## config.mk

```make
export PLATFORM = sky130hd
export DESIGN_NAME = asc_ctrl
export DESIGN_NICKNAME = d
export VERILOG_FILES = /design/src/common/asc_pkg.sv /design/src/logic/asc_ctrl.sv /design/src/logic/asc_clk_div.sv /design/src/logic/asc_sar.sv
export SDC_FILE = /design/constraint.sdc
export NUM_CORES = 1
export LEC_CHECK = 0
export ABC_AREA = 1
export BUFFER_PORTS_ARGS = -buffer_cell sky130_fd_sc_hd__buf_2
export CAP_MARGIN = 30
export CORE_AREA = 2 2 79 138
export DETAILED_ROUTE_END_ITERATION = 8
export DIE_AREA = 0 0 81 140
export PLACE_DENSITY = 0.65
export SYNTH_ARGS = -nofsm -noshare
export SYNTH_HDL_FRONTEND = slang
export SYNTH_HIERARCHICAL = 1
export SYNTH_SLANG_ARGS = --single-unit
```

## constraint.sdc

```tcl
create_clock -name mclk -period 2.98 [get_ports mclk]
set_clock_uncertainty 0.15 [all_clocks]
set_input_delay 0.596 -clock mclk [delete_from_list [all_inputs] [get_ports mclk]]
set_output_delay 0.596 -clock mclk [all_outputs]
set_load 0.03 [all_outputs]
```

## src/common/asc_pkg.sv

```systemverilog
package asc_pkg;

   // Clock figures: the system clock and the converter clock it is divided down to.
   localparam int MCLK_HZ = 200_000_000;
   localparam int CONV_CLK_HZ = 1_000_000;
   localparam int CONV_DIV = (MCLK_HZ + CONV_CLK_HZ - 1) / CONV_CLK_HZ;

   // Sample gap in converter clock periods, and word widths in bits.
   localparam int SAMPLE_GAP = 4;
   localparam int MAG_BITS = 12;
   localparam int RESULT_BITS = MAG_BITS + 1;
   localparam int BYTE_BITS = 8;

   // Status word bit positions, shown on a status read.
   localparam int ST_INT_BIT = 0;
   localparam int ST_EOC_BIT = 1;
   localparam int ST_BYTE_BIT = 2;
   localparam int ST_BUSY_BIT = 6;

   localparam logic [RESULT_BITS-1:0] RESULT_RST = 13'h0000;

   typedef enum logic [2:0] {
      ASC_IDLE = 3'b000,
      ASC_SAMPLE = 3'b001,
      ASC_SIGN = 3'b010,
      ASC_SAR = 3'b011,
      ASC_UPDATE = 3'b100
   } asc_state_e;

   // Host strobes, all active low.
   typedef struct packed {
      logic cs_n;
      logic wr_n;
      logic rd_n;
      logic status_n;
   } asc_host_s;

   // Controls toward the sampled-data comparator and DAC.
   typedef struct packed {
      logic sample_pos;
      logic sample_neg;
      logic comp_strobe;
      logic swap;
      logic [MAG_BITS-1:0] dac_code;
   } asc_analog_s;

endpackage

```

## src/logic/asc_ctrl.sv

```systemverilog
`timescale 1ns/100ps
`default_nettype none
// Overview of operation
// Combined strobe: fall starts and reads
// Previous result shown while combined strobe low
// Host discards first access after power-up
// Long strobe: finish, update, no interrupt
// Wait output low during latch update
// Long write pulse: complete, interrupt stays high
// Chip select, read low: write converts, no interrupt
// Stand-alone: write driven by inverted wait
// Byte mode: write+read low gives high byte
// Second early pulse: low byte, restart
// Positive and negative samples four periods apart
// 4096 positive and 4096 negative codes
// Comparator strobed at end of period
// Byte pointer toggles per read, resets
// Interrupt released by read or write fall
// Status write resets sequencer and flags, not the output latch or data register
module asc_ctrl import asc_pkg::*; #(
   parameter bit BYTE_WIDE = 1'b0,
   parameter int DIV = CONV_DIV
) (
   input wire logic mclk,
   input wire logic reset_n,
   input wire asc_host_s host,
   input wire logic comp_hi,
   output asc_analog_s analog,
   output logic [RESULT_BITS-1:0] data_out_lines,
   output logic data_oe_n,
   output logic conversion_done_n,
   output logic ready_out_n
);

   function automatic logic [BYTE_BITS-1:0] pick_byte(input logic [RESULT_BITS-1:0] word,
                                                       input logic low_byte);
      if (low_byte) begin
         pick_byte = word[BYTE_BITS-1:0];
      end else begin
         pick_byte = {{3{word[RESULT_BITS-1]}}, word[RESULT_BITS-1:BYTE_BITS]};
      end
   endfunction

   asc_state_e state_reg;
   asc_state_e state_next;
   logic [2:0] gap_reg;
   logic sign_reg;
   logic [RESULT_BITS-1:0] latch_reg;
   logic [RESULT_BITS-1:0] data_reg;
   logic byte_low_reg;
   logic done_n_reg;
   logic eoc_reg;
   logic int_flag_reg;
   logic write_low_reg;
   logic read_low_reg;

   // Strobe decoding.
   wire write_low = !host.cs_n && !host.wr_n;
   wire read_low = !host.cs_n && !host.rd_n;
   wire status_sel = !host.status_n;
   wire write_fall = write_low && !write_low_reg;
   wire read_fall = read_low && !read_low_reg;
   wire status_write = write_low && status_sel;
   wire start = write_fall && !status_sel;
   wire data_read = read_fall && !status_sel;
   wire status_read = read_fall && status_sel;

   logic period_start;
   logic period_end;
   logic sar_last;
   logic [MAG_BITS-1:0] sar_trial;
   logic [MAG_BITS-1:0] sar_result;

   wire seq_clear = status_write || start;
   wire sample_tick = (state_reg == ASC_SAMPLE) && period_start;
   wire sign_decide = (state_reg == ASC_SIGN) && period_end;
   wire sar_step = (state_reg == ASC_SAR) && period_end;
   wire update_done = (state_reg == ASC_UPDATE) && period_end;
   // Interrupt is held off while a read or write strobe is still asserted at completion.
   wire irq_allowed = !write_low && !read_low;

   // The inverted magnitude gives -1 down to -4096 for negative inputs.
   wire [RESULT_BITS-1:0] conv_word = sign_reg ? ~{1'b0, sar_result} : {1'b0, sar_result};

   wire [RESULT_BITS-1:0] status_word = RESULT_BITS'({state_reg != ASC_IDLE, 3'b000,
                                                      byte_low_reg, eoc_reg, int_flag_reg});
   wire [RESULT_BITS-1:0] read_word = BYTE_WIDE ?
                                      RESULT_BITS'(pick_byte(latch_reg, byte_low_reg)) :
                                      latch_reg;

   asc_clk_div #(
      .DIV(DIV)
   ) u_div (
      .mclk(mclk),
      .reset_n(reset_n),
      .clear(seq_clear),
      .period_start(period_start),
      .period_end(period_end)
   );

   asc_sar #(
      .BITS(MAG_BITS)
   ) u_sar (
      .mclk(mclk),
      .reset_n(reset_n),
      .clear(seq_clear || sign_decide),
      .step(sar_step),
      .comp_hi(comp_hi),
      .trial(sar_trial),
      .result(sar_result),
      .last_step(sar_last)
   );

   // Sequencer next state; a start restarts from any state.
   always_comb begin
      state_next = state_reg;
      if (status_write) begin
         state_next = ASC_IDLE;
      end else if (start) begin
         state_next = ASC_SAMPLE;
      end else begin
         case (state_reg)
            ASC_IDLE: begin
               state_next = ASC_IDLE;
            end
            ASC_SAMPLE: begin
               if (sample_tick && gap_reg == 3'(SAMPLE_GAP)) begin
                  state_next = ASC_SIGN;
               end
            end
            ASC_SIGN: begin
               if (sign_decide) begin
                  state_next = ASC_SAR;
               end
            end
            ASC_SAR: begin
               if (sar_last) begin
                  state_next = ASC_UPDATE;
               end
            end
            ASC_UPDATE: begin
               if (update_done) begin
                  state_next = ASC_IDLE;
               end
            end
            default: begin
               state_next = ASC_IDLE;
            end
         endcase
      end
   end

   always_ff @(posedge mclk or negedge reset_n) begin
      if (!reset_n) begin
         state_reg <= ASC_IDLE;
      end else begin
         state_reg <= state_next;
      end
   end

   // Period counter between the two input samples.
   always_ff @(posedge mclk or negedge reset_n) begin
      if (!reset_n) begin
         gap_reg <= 3'h0;
      end else if (seq_clear) begin
         gap_reg <= 3'h0;
      end else if (sample_tick) begin
         gap_reg <= gap_reg + 3'h1;
      end
   end

   // Polarity is decided first, with the DAC at zero.
   always_ff @(posedge mclk or negedge reset_n) begin
      if (!reset_n) begin
         sign_reg <= 1'b0;
      end else if (seq_clear) begin
         sign_reg <= 1'b0;
      end else if (sign_decide) begin
         sign_reg <= !comp_hi;
      end
   end

   // Analog controls: samples at a period's leading edge, decisions at its end.
   assign analog.sample_pos = sample_tick && (gap_reg == 3'h0);
   assign analog.sample_neg = sample_tick && (gap_reg == 3'(SAMPLE_GAP));
   assign analog.comp_strobe = sign_decide || sar_step;
   assign analog.swap = sign_reg;
   assign analog.dac_code = (state_reg == ASC_SAR) ? sar_trial : '0;

   // Output latch is written only when a conversion completes.
   always_ff @(posedge mclk or negedge reset_n) begin
      if (!reset_n) begin
         latch_reg <= RESULT_RST;
      end else if (update_done) begin
         latch_reg <= conv_word;
      end
   end

   assign ready_out_n = !(state_reg == ASC_UPDATE);

   // Byte pointer: toggles on every data read in byte mode only, high byte again after a conversion.
   always_ff @(posedge mclk or negedge reset_n) begin
      if (!reset_n) begin
         byte_low_reg <= 1'b0;
      end else if (status_write || update_done) begin
         byte_low_reg <= 1'b0;
      end else if (data_read && BYTE_WIDE) begin
         byte_low_reg <= !byte_low_reg;
      end
   end

   // Data register: captured at a read's leading edge, held through the strobe unless a parallel-mode conversion completes under it.
   always_ff @(posedge mclk or negedge reset_n) begin
      if (!reset_n) begin
         data_reg <= RESULT_RST;
      end else if (status_read) begin
         data_reg <= status_word;
      end else if (data_read) begin
         data_reg <= read_word;
      end else if (read_low && !status_sel && !BYTE_WIDE && update_done) begin
         data_reg <= conv_word;
      end
   end

   assign data_out_lines = data_reg;
   assign data_oe_n = !(read_low && read_low_reg);

   // Completion interrupt; a release in the same cycle as a completion wins.
   always_ff @(posedge mclk or negedge reset_n) begin
      if (!reset_n) begin
         done_n_reg <= 1'b1;
      end else if (status_write) begin
         done_n_reg <= 1'b1;
      end else if (update_done && irq_allowed) begin
         done_n_reg <= 1'b0;
      end else if (update_done) begin
         done_n_reg <= 1'b1;
      end else if (write_fall || data_read) begin
         done_n_reg <= 1'b1;
      end
   end

   assign conversion_done_n = done_n_reg;

   // Status bits.
   always_ff @(posedge mclk or negedge reset_n) begin
      if (!reset_n) begin
         eoc_reg <= 1'b0;
         int_flag_reg <= 1'b0;
      end else if (status_write || start) begin
         eoc_reg <= 1'b0;
         int_flag_reg <= 1'b0;
      end else if (update_done) begin
         eoc_reg <= 1'b1;
         int_flag_reg <= 1'b1;
      end else if (data_read || status_read) begin
         int_flag_reg <= 1'b0;
      end
   end

   // Previous strobe levels for edge detection.
   always_ff @(posedge mclk or negedge reset_n) begin
      if (!reset_n) begin
         write_low_reg <= 1'b0;
         read_low_reg <= 1'b0;
      end else begin
         write_low_reg <= write_low;
         read_low_reg <= read_low;
      end
   end

endmodule
`default_nettype wire

```

## src/logic/asc_clk_div.sv

```systemverilog
`timescale 1ns/100ps
`default_nettype none
module asc_clk_div import asc_pkg::*; #(
   parameter int DIV = CONV_DIV
) (
   input wire logic mclk,
   input wire logic reset_n,
   input wire logic clear,
   output logic period_start,
   output logic period_end
);

   logic [15:0] cnt_reg;
   logic [15:0] cnt_next;
   wire last = (cnt_reg == 16'(DIV - 1));

   assign cnt_next = last ? 16'h0000 : cnt_reg + 16'h0001;
   assign period_start = (cnt_reg == 16'h0000) && !clear;
   assign period_end = last && !clear;

   always_ff @(posedge mclk or negedge reset_n) begin
      if (!reset_n) begin
         cnt_reg <= 16'h0000;
      end else if (clear) begin
         cnt_reg <= 16'h0000;
      end else begin
         cnt_reg <= cnt_next;
      end
   end

endmodule
`default_nettype wire

```

## src/logic/asc_sar.sv

```systemverilog
`timescale 1ns/100ps
`default_nettype none
module asc_sar import asc_pkg::*; #(
   parameter int BITS = MAG_BITS
) (
   input wire logic mclk,
   input wire logic reset_n,
   input wire logic clear,
   input wire logic step,
   input wire logic comp_hi,
   output logic [BITS-1:0] trial,
   output logic [BITS-1:0] result,
   output logic last_step
);

   logic [BITS-1:0] code_reg;
   logic [BITS-1:0] mask_reg;

   // The bit under test is added to the kept bits for the DAC.
   assign trial = code_reg | mask_reg;
   assign result = code_reg;
   assign last_step = step && mask_reg[0];

   always_ff @(posedge mclk or negedge reset_n) begin
      if (!reset_n) begin
         code_reg <= '0;
         mask_reg <= '0;
      end else if (clear) begin
         code_reg <= '0;
         mask_reg <= {1'b1, {(BITS-1){1'b0}}};
      end else if (step) begin
         if (comp_hi) begin
            code_reg <= code_reg | mask_reg;
         end
         mask_reg <= mask_reg >> 1;
      end
   end

endmodule
`default_nettype wire

```

---- Word level (Yosys, flattened, before mapping) ----
Index checks and enable logic that the tools add are counted.
word-level totals
  bits in registers ....................... 78
  input port bits ......................... 7
  output and inout port bits .............. 32
  logic and storage cells ................. 111
operators by class
  $add $sub $neg .......................... 2
  eq/ne operators ......................... 10
  muxes and demuxes ....................... 32
  bitwise gates (word level) .............. 2
  reductions and logical operators ........ 52
operators with widths
  cell                                                   number
  2-to-1 mux 12 bit                                      6
  2-to-1 mux 13 bit                                      4
  2-to-1 mux 16 bit                                      2
  2-to-1 mux 3 bit                                       8
  logical AND 1 bit                                      22
  adder 16 x 1 -> 16 bit (second input constant)         1
  equality test 16 x 8 -> 1 bit (second input constant)  1
  zero test 16 bit                                       1
  inequality test 4 bit (second input constant)          4
  inverter 12 -> 13 bit                                  1
  zero test 1 bit                                        12
  bitwise OR 12 bit                                      1
  case mux 3 bit (4 select lines)                        1
  2-to-1 mux 1 bit                                       11
  nonzero test 2 bit                                     5
  nonzero test 3 bit                                     3
  equality test 3 x 2 -> 1 bit (second input constant)   2
  equality test 3 bit (second input constant)            2
  logical OR 1 bit                                       5
  AND reduction 4 bit                                    1
  nonzero test 4 bit                                     1
  adder 3 x 1 -> 3 bit (second input constant)           1
  equality test 3 x 1 -> 1 bit (second input constant)   1
  zero test 3 bit                                        1
  AND reduction 2 bit                                    1

---- Depth between registers and ports, before layout ----
  depth in word-level cells ............... 13
  depth in mapped cells ................... 14
  gate-level depth less buffers ........... 14

---- By module ----
Netlist, hierarchy kept.
modules (own cells, without submodules)
  module       instances  cells an instance  area an instance (µm²)  seq. area each (µm²)
  asc_ctrl     1          269                2,080.7                 952.2
  asc_sar      1          107                1,011.0                 600.6
  asc_clk_div  1          129                919.6                   400.4

---- Worst setup path after synthesis ----
Ideal clock, no wire load.
  kind .................................... input-to-output
  start ................................... input host[0] in the netlist's numbering
  end ..................................... output analog[13] in the netlist's numbering
  arrival time ............................ 2,164 ps
  required time ........................... 2,234 ps
  slack ................................... 70 ps
  cell stages on the path ................. 7
  path buffers ............................ 1
  cell sequence ........................... inv_2 -> o21ai_1 -> inv_1 -> clkbuf_1 -> nor2_1 -> inv_1 -> nor3_1
RTL lines
  element      line            source
  from (decl)  asc_ctrl.sv:26  input wire asc_host_s host,
  to (decl)    asc_ctrl.sv:28  output asc_analog_s analog,

==> impl_summary.txt <==
----------------------------------------------------
[Timing]
  Post-layout worst setup margin ... 0.229 ns
  Highest attainable clock frequency ... 364 MHz
  Pins over their slew limit ... 0
  Hold slack ... 0.107 ns
  Total negative slack ... 0 ns
  Crit share post-route ... 0.923
  Clock period minus final worst setup slack ... 2.75 ns
  Setup repair after global routing missed its margin ... no
  Final count of hold timing violations ... 0
  Slew @ Worst Pin ... 0.582 ns
  Rel. slew slack ... 0.612
  Endpoints failing setup ... 0

[Floorplanning]
  Number of I/O pins ... 39
  X dimension of the die ... 81 um
  Die Ht ... 140 um
  Die ar. ... 11,300 sq um
  Row count ... 49
  Core outline area ... 10,200 sq um
  Initial core utilization ... 0.394

[Logic synthesis]
  Post-synthesis net count ... 516
  Post-Synthesis Cell Area ... 4010 sq um
  Synth Flop Type ... sky130_fd_sc_hd__dfrtp_1
  Sequential cell area fraction in the yosys report ... 0.487
  Distinct cells, synth ... 36
  Number of enable flip-flop cells after synthesis ... 0
  Post-Synthesis Cells ... 505
  Synth Register Bits ... 78
  Count of synthesis-stage warnings from yosys ... 6
  Proportion of synthesized flip-flops having asynchronous set or reset ... 1.00
  Mean post-synth cell area ... 7.94 sq um

[Pwr]
  Sequential fraction of design power ... 0.409
  Sw Pwr ... 871 uW
  Lkg Pwr ... 0.00231 uW
  Combinational group share of total power ... 0.183
  Power density over the cells ... 630 nW/um^2
  Part of the total power dissipated in the clock network ... 0.407
  Final total power ... 2950 uW
  Internal power contribution ... 2070 uW
  Switching part of the total ... 0.296
  Max VDD drop ... 0.348 mV

[Clock tree]
  Post-CTS Repair Setup Buffers ... 0
  CTS clock-pin slew for the worst setup and hold paths ... 0.06 ns
  Root buffer cell ... sky130_fd_sc_hd__clkbuf_16
  Insertion delay to the later sink of the worst-skew pair ... 0.33 ns
  Total number of H-tree levels ... 3
  Number of hold buffers added after cts ... 0
  TritonCTS Buffers ... 9
  CTS max path bufs ... 2
  Number of sinks on the clock net ... 78
  CTS tree ... done

[Finish]
  Final-stage net count ... 561
  Share of cells above drive strength 1 ... 0.187
  Flip-flop count of the largest register, all copies and words added ... 16
  N_diodes ... 0
  Growth of design area from synthesis to finish ... 16.6%
  Final non-filler cell total ... 682
  Filler cells ... 999

[Detailed routing]
  Detailed-route vias per instance ... 4.91
  Wirelength per Cell ... 12.7 um
  Remaining antenna violation count after routing ... 0
  Starting DRC count in detailed routing ... 192
  Total via count in the routed design ... 3,350
  Post-detailed-route DRC marker count ... 0
  Routed wire length ... 8670 um
  Pre-Repair DR Iteration Count ... 4

[Setup path]
  Startpoint class of the critical path ... primary input
  Arrival time at the worst endpoint ... 2.00 ns
  WP data required ... 2.23 ns
  Most common cell type on the critical path ... sky130_fd_sc_hd__buf_2
  Slowest cell on the critical path ... sky130_fd_sc_hd__nor4_1
  CP Max Fanout ... 7
  CP peak stage delay ... 0.29 ns
  CP endpoint kind ... output port
  Critical Path, Cell by Cell ... buf_2 -> inv_2 -> o21ai_1 -> inv_1 -> nor4_1 -> and3_1 -> nand2_2 -> nor2_1 -> buf_2
  Critical Setup Path Class ... in -> out

[Place]
  Detailed Place HPWL ... 6550 um
  Global placer's final weighted congestion ... 0.844
  Count of buffers inserted at the top-level ports ... 38
  Pre-CTS WS ... 0.247 ns
  # placed instances ... 666

[Global route]
  Total grt overflow ... 0
  Number of global-route vias before repair ... 3,289
  Initial antenna violation count ... 0
  Maximum number of pins on one net before global-route repair ... 47
  Total GRT Usage ... 0.170
  Global-route wire length before repair ... 15,000 um

[Worst hold path]
  Hold/Removal Path Class ... in -> async

[Outcome]
  Status ... complete, no violations

[Run]
  Maxcap violations ... 0

----------------------------------------------------
[cell usage in the layout, fill, tap and decap left out, drive strengths merged, types with 6 or more instances in the layout]
cell type    n
buf         49
clkbuf      10
dfrtp       77
inv         48
nand2      158
nand3       22
nand4        9
nor2        75
nor3         6
o21ai       45
or2         12
xnor2       10
xor2         7
[synthesized netlist by cell type (2+ instances only)]
| cell type | instances | area share |
|---|---|---|
| sky130_fd_sc_hd__nand2_2 | 3 | 0.0047 |
| sky130_fd_sc_hd__nor2_2 | 5 | 0.0078 |
| sky130_fd_sc_hd__nor2_4 | 4 | 0.011 |
| sky130_fd_sc_hd__o21ai_2 | 5 | 0.011 |
| sky130_fd_sc_hd__dfrtp_1 | 77 | 0.48 |
| sky130_fd_sc_hd__nand2_4 | 2 | 0.0056 |
| sky130_fd_sc_hd__o21ai_0 | 32 | 0.040 |
| sky130_fd_sc_hd__buf_2 | 4 | 0.0050 |
| sky130_fd_sc_hd__nor3_1 | 6 | 0.0075 |
| sky130_fd_sc_hd__buf_6 | 3 | 0.0084 |
| sky130_fd_sc_hd__inv_1 | 44 | 0.041 |
| sky130_fd_sc_hd__nand3_1 | 21 | 0.026 |
| sky130_fd_sc_hd__clkbuf_1 | 2 | 0.0019 |
| sky130_fd_sc_hd__ha_1 | 4 | 0.012 |
| sky130_fd_sc_hd__nand4_1 | 9 | 0.014 |
| sky130_fd_sc_hd__o21bai_1 | 2 | 0.0037 |
| sky130_fd_sc_hd__inv_2 | 4 | 0.0037 |
| sky130_fd_sc_hd__nor2_1 | 66 | 0.062 |
| sky130_fd_sc_hd__or2_2 | 12 | 0.019 |
| sky130_fd_sc_hd__buf_4 | 5 | 0.0094 |
| sky130_fd_sc_hd__xor2_1 | 7 | 0.015 |
| sky130_fd_sc_hd__xnor2_1 | 10 | 0.022 |
| sky130_fd_sc_hd__a22oi_1 | 3 | 0.0056 |
| sky130_fd_sc_hd__a21oi_1 | 4 | 0.0050 |
| sky130_fd_sc_hd__o21ai_1 | 8 | 0.010 |
| sky130_fd_sc_hd__nand2_1 | 153 | 0.14 |
[area by class of cell]
type,count,area [sq um],share of cell area
repair buffers,49,278,0.0594
inverters,48,180,0.0385
multi-input cells,364,1770,0.379
clock buffers,10,239,0.0511
well taps,127,159,0.0340
flip-flops and latches,78,1950,0.417
clock inverters,6,95.1,0.0203
[power groups by stage]
stage	clock network [uW]	registers, uW	logic (uW)
after floorplan	0	1250	365
after global placement	0	1220	531
after detailed placement	0	1220	547
after CTS	1230	1200	549
after global routing	1280	1220	618
final	1200	1210	539
[cell families after synthesis]
group | synth area share
DFF | 0.487
adders and majority gates | 0.0125
AOI/OAI and AO/OA | 0.0839
xor gates and xnor gates | 0.0371
buffers and inverters | 0.0714
and+or+nand+nor | 0.308
[worst max-delay path, delay by kind of cell]
kind	cells	cell delay (ns)
AO/OA/AOI/OAI	1	0.17
buffers and inverters	4	0.48
AND/OR/NAND/NOR	4	0.76
[path summary, 6_finish.rpt]
check	end	cells past startpoint	slack [ns]	startpoint
hold / removal	u_sar/mask_reg[4]	1	0.11	reset_n
hold reg to reg	data_out_lines[7]	2	0.32	data_out_lines[7]
max in group asynchronous	conversion_done_n	2	1.83	reset_n
setup reg to reg	u_sar/mask_reg[6]	10	0.52	u_div/cnt_reg[0]
min in group mclk	write_low_reg	2	0.29	host[2]
setup / recovery	analog[15]	9	0.23	host[0]
[metrics by stage]
stage	area (sq um)	util
5_1_grt	4680	0.460
3_5_place_dp	4340	0.426
4_1_cts	4670	0.459
2_1_floorplan	4010	-
3_3_place_gp	4340	0.426
6_report	4680	0.460
[routing by layer]
layer  GRT usage  vias up  wire length, um
li1            -     1682                -
met1       0.187     1599             3400
met2       0.299       51             4730
met3      0.0309       18              250
met4      0.0963        0              293
met5           0        -                0
[repair_timing]
action	4_1_cts	5_1_grt
endpoints found under the setup margin	0	1
resized for setup	0	2
hold endpoints to repair	0	0
(Power assumes the default switching activity.)
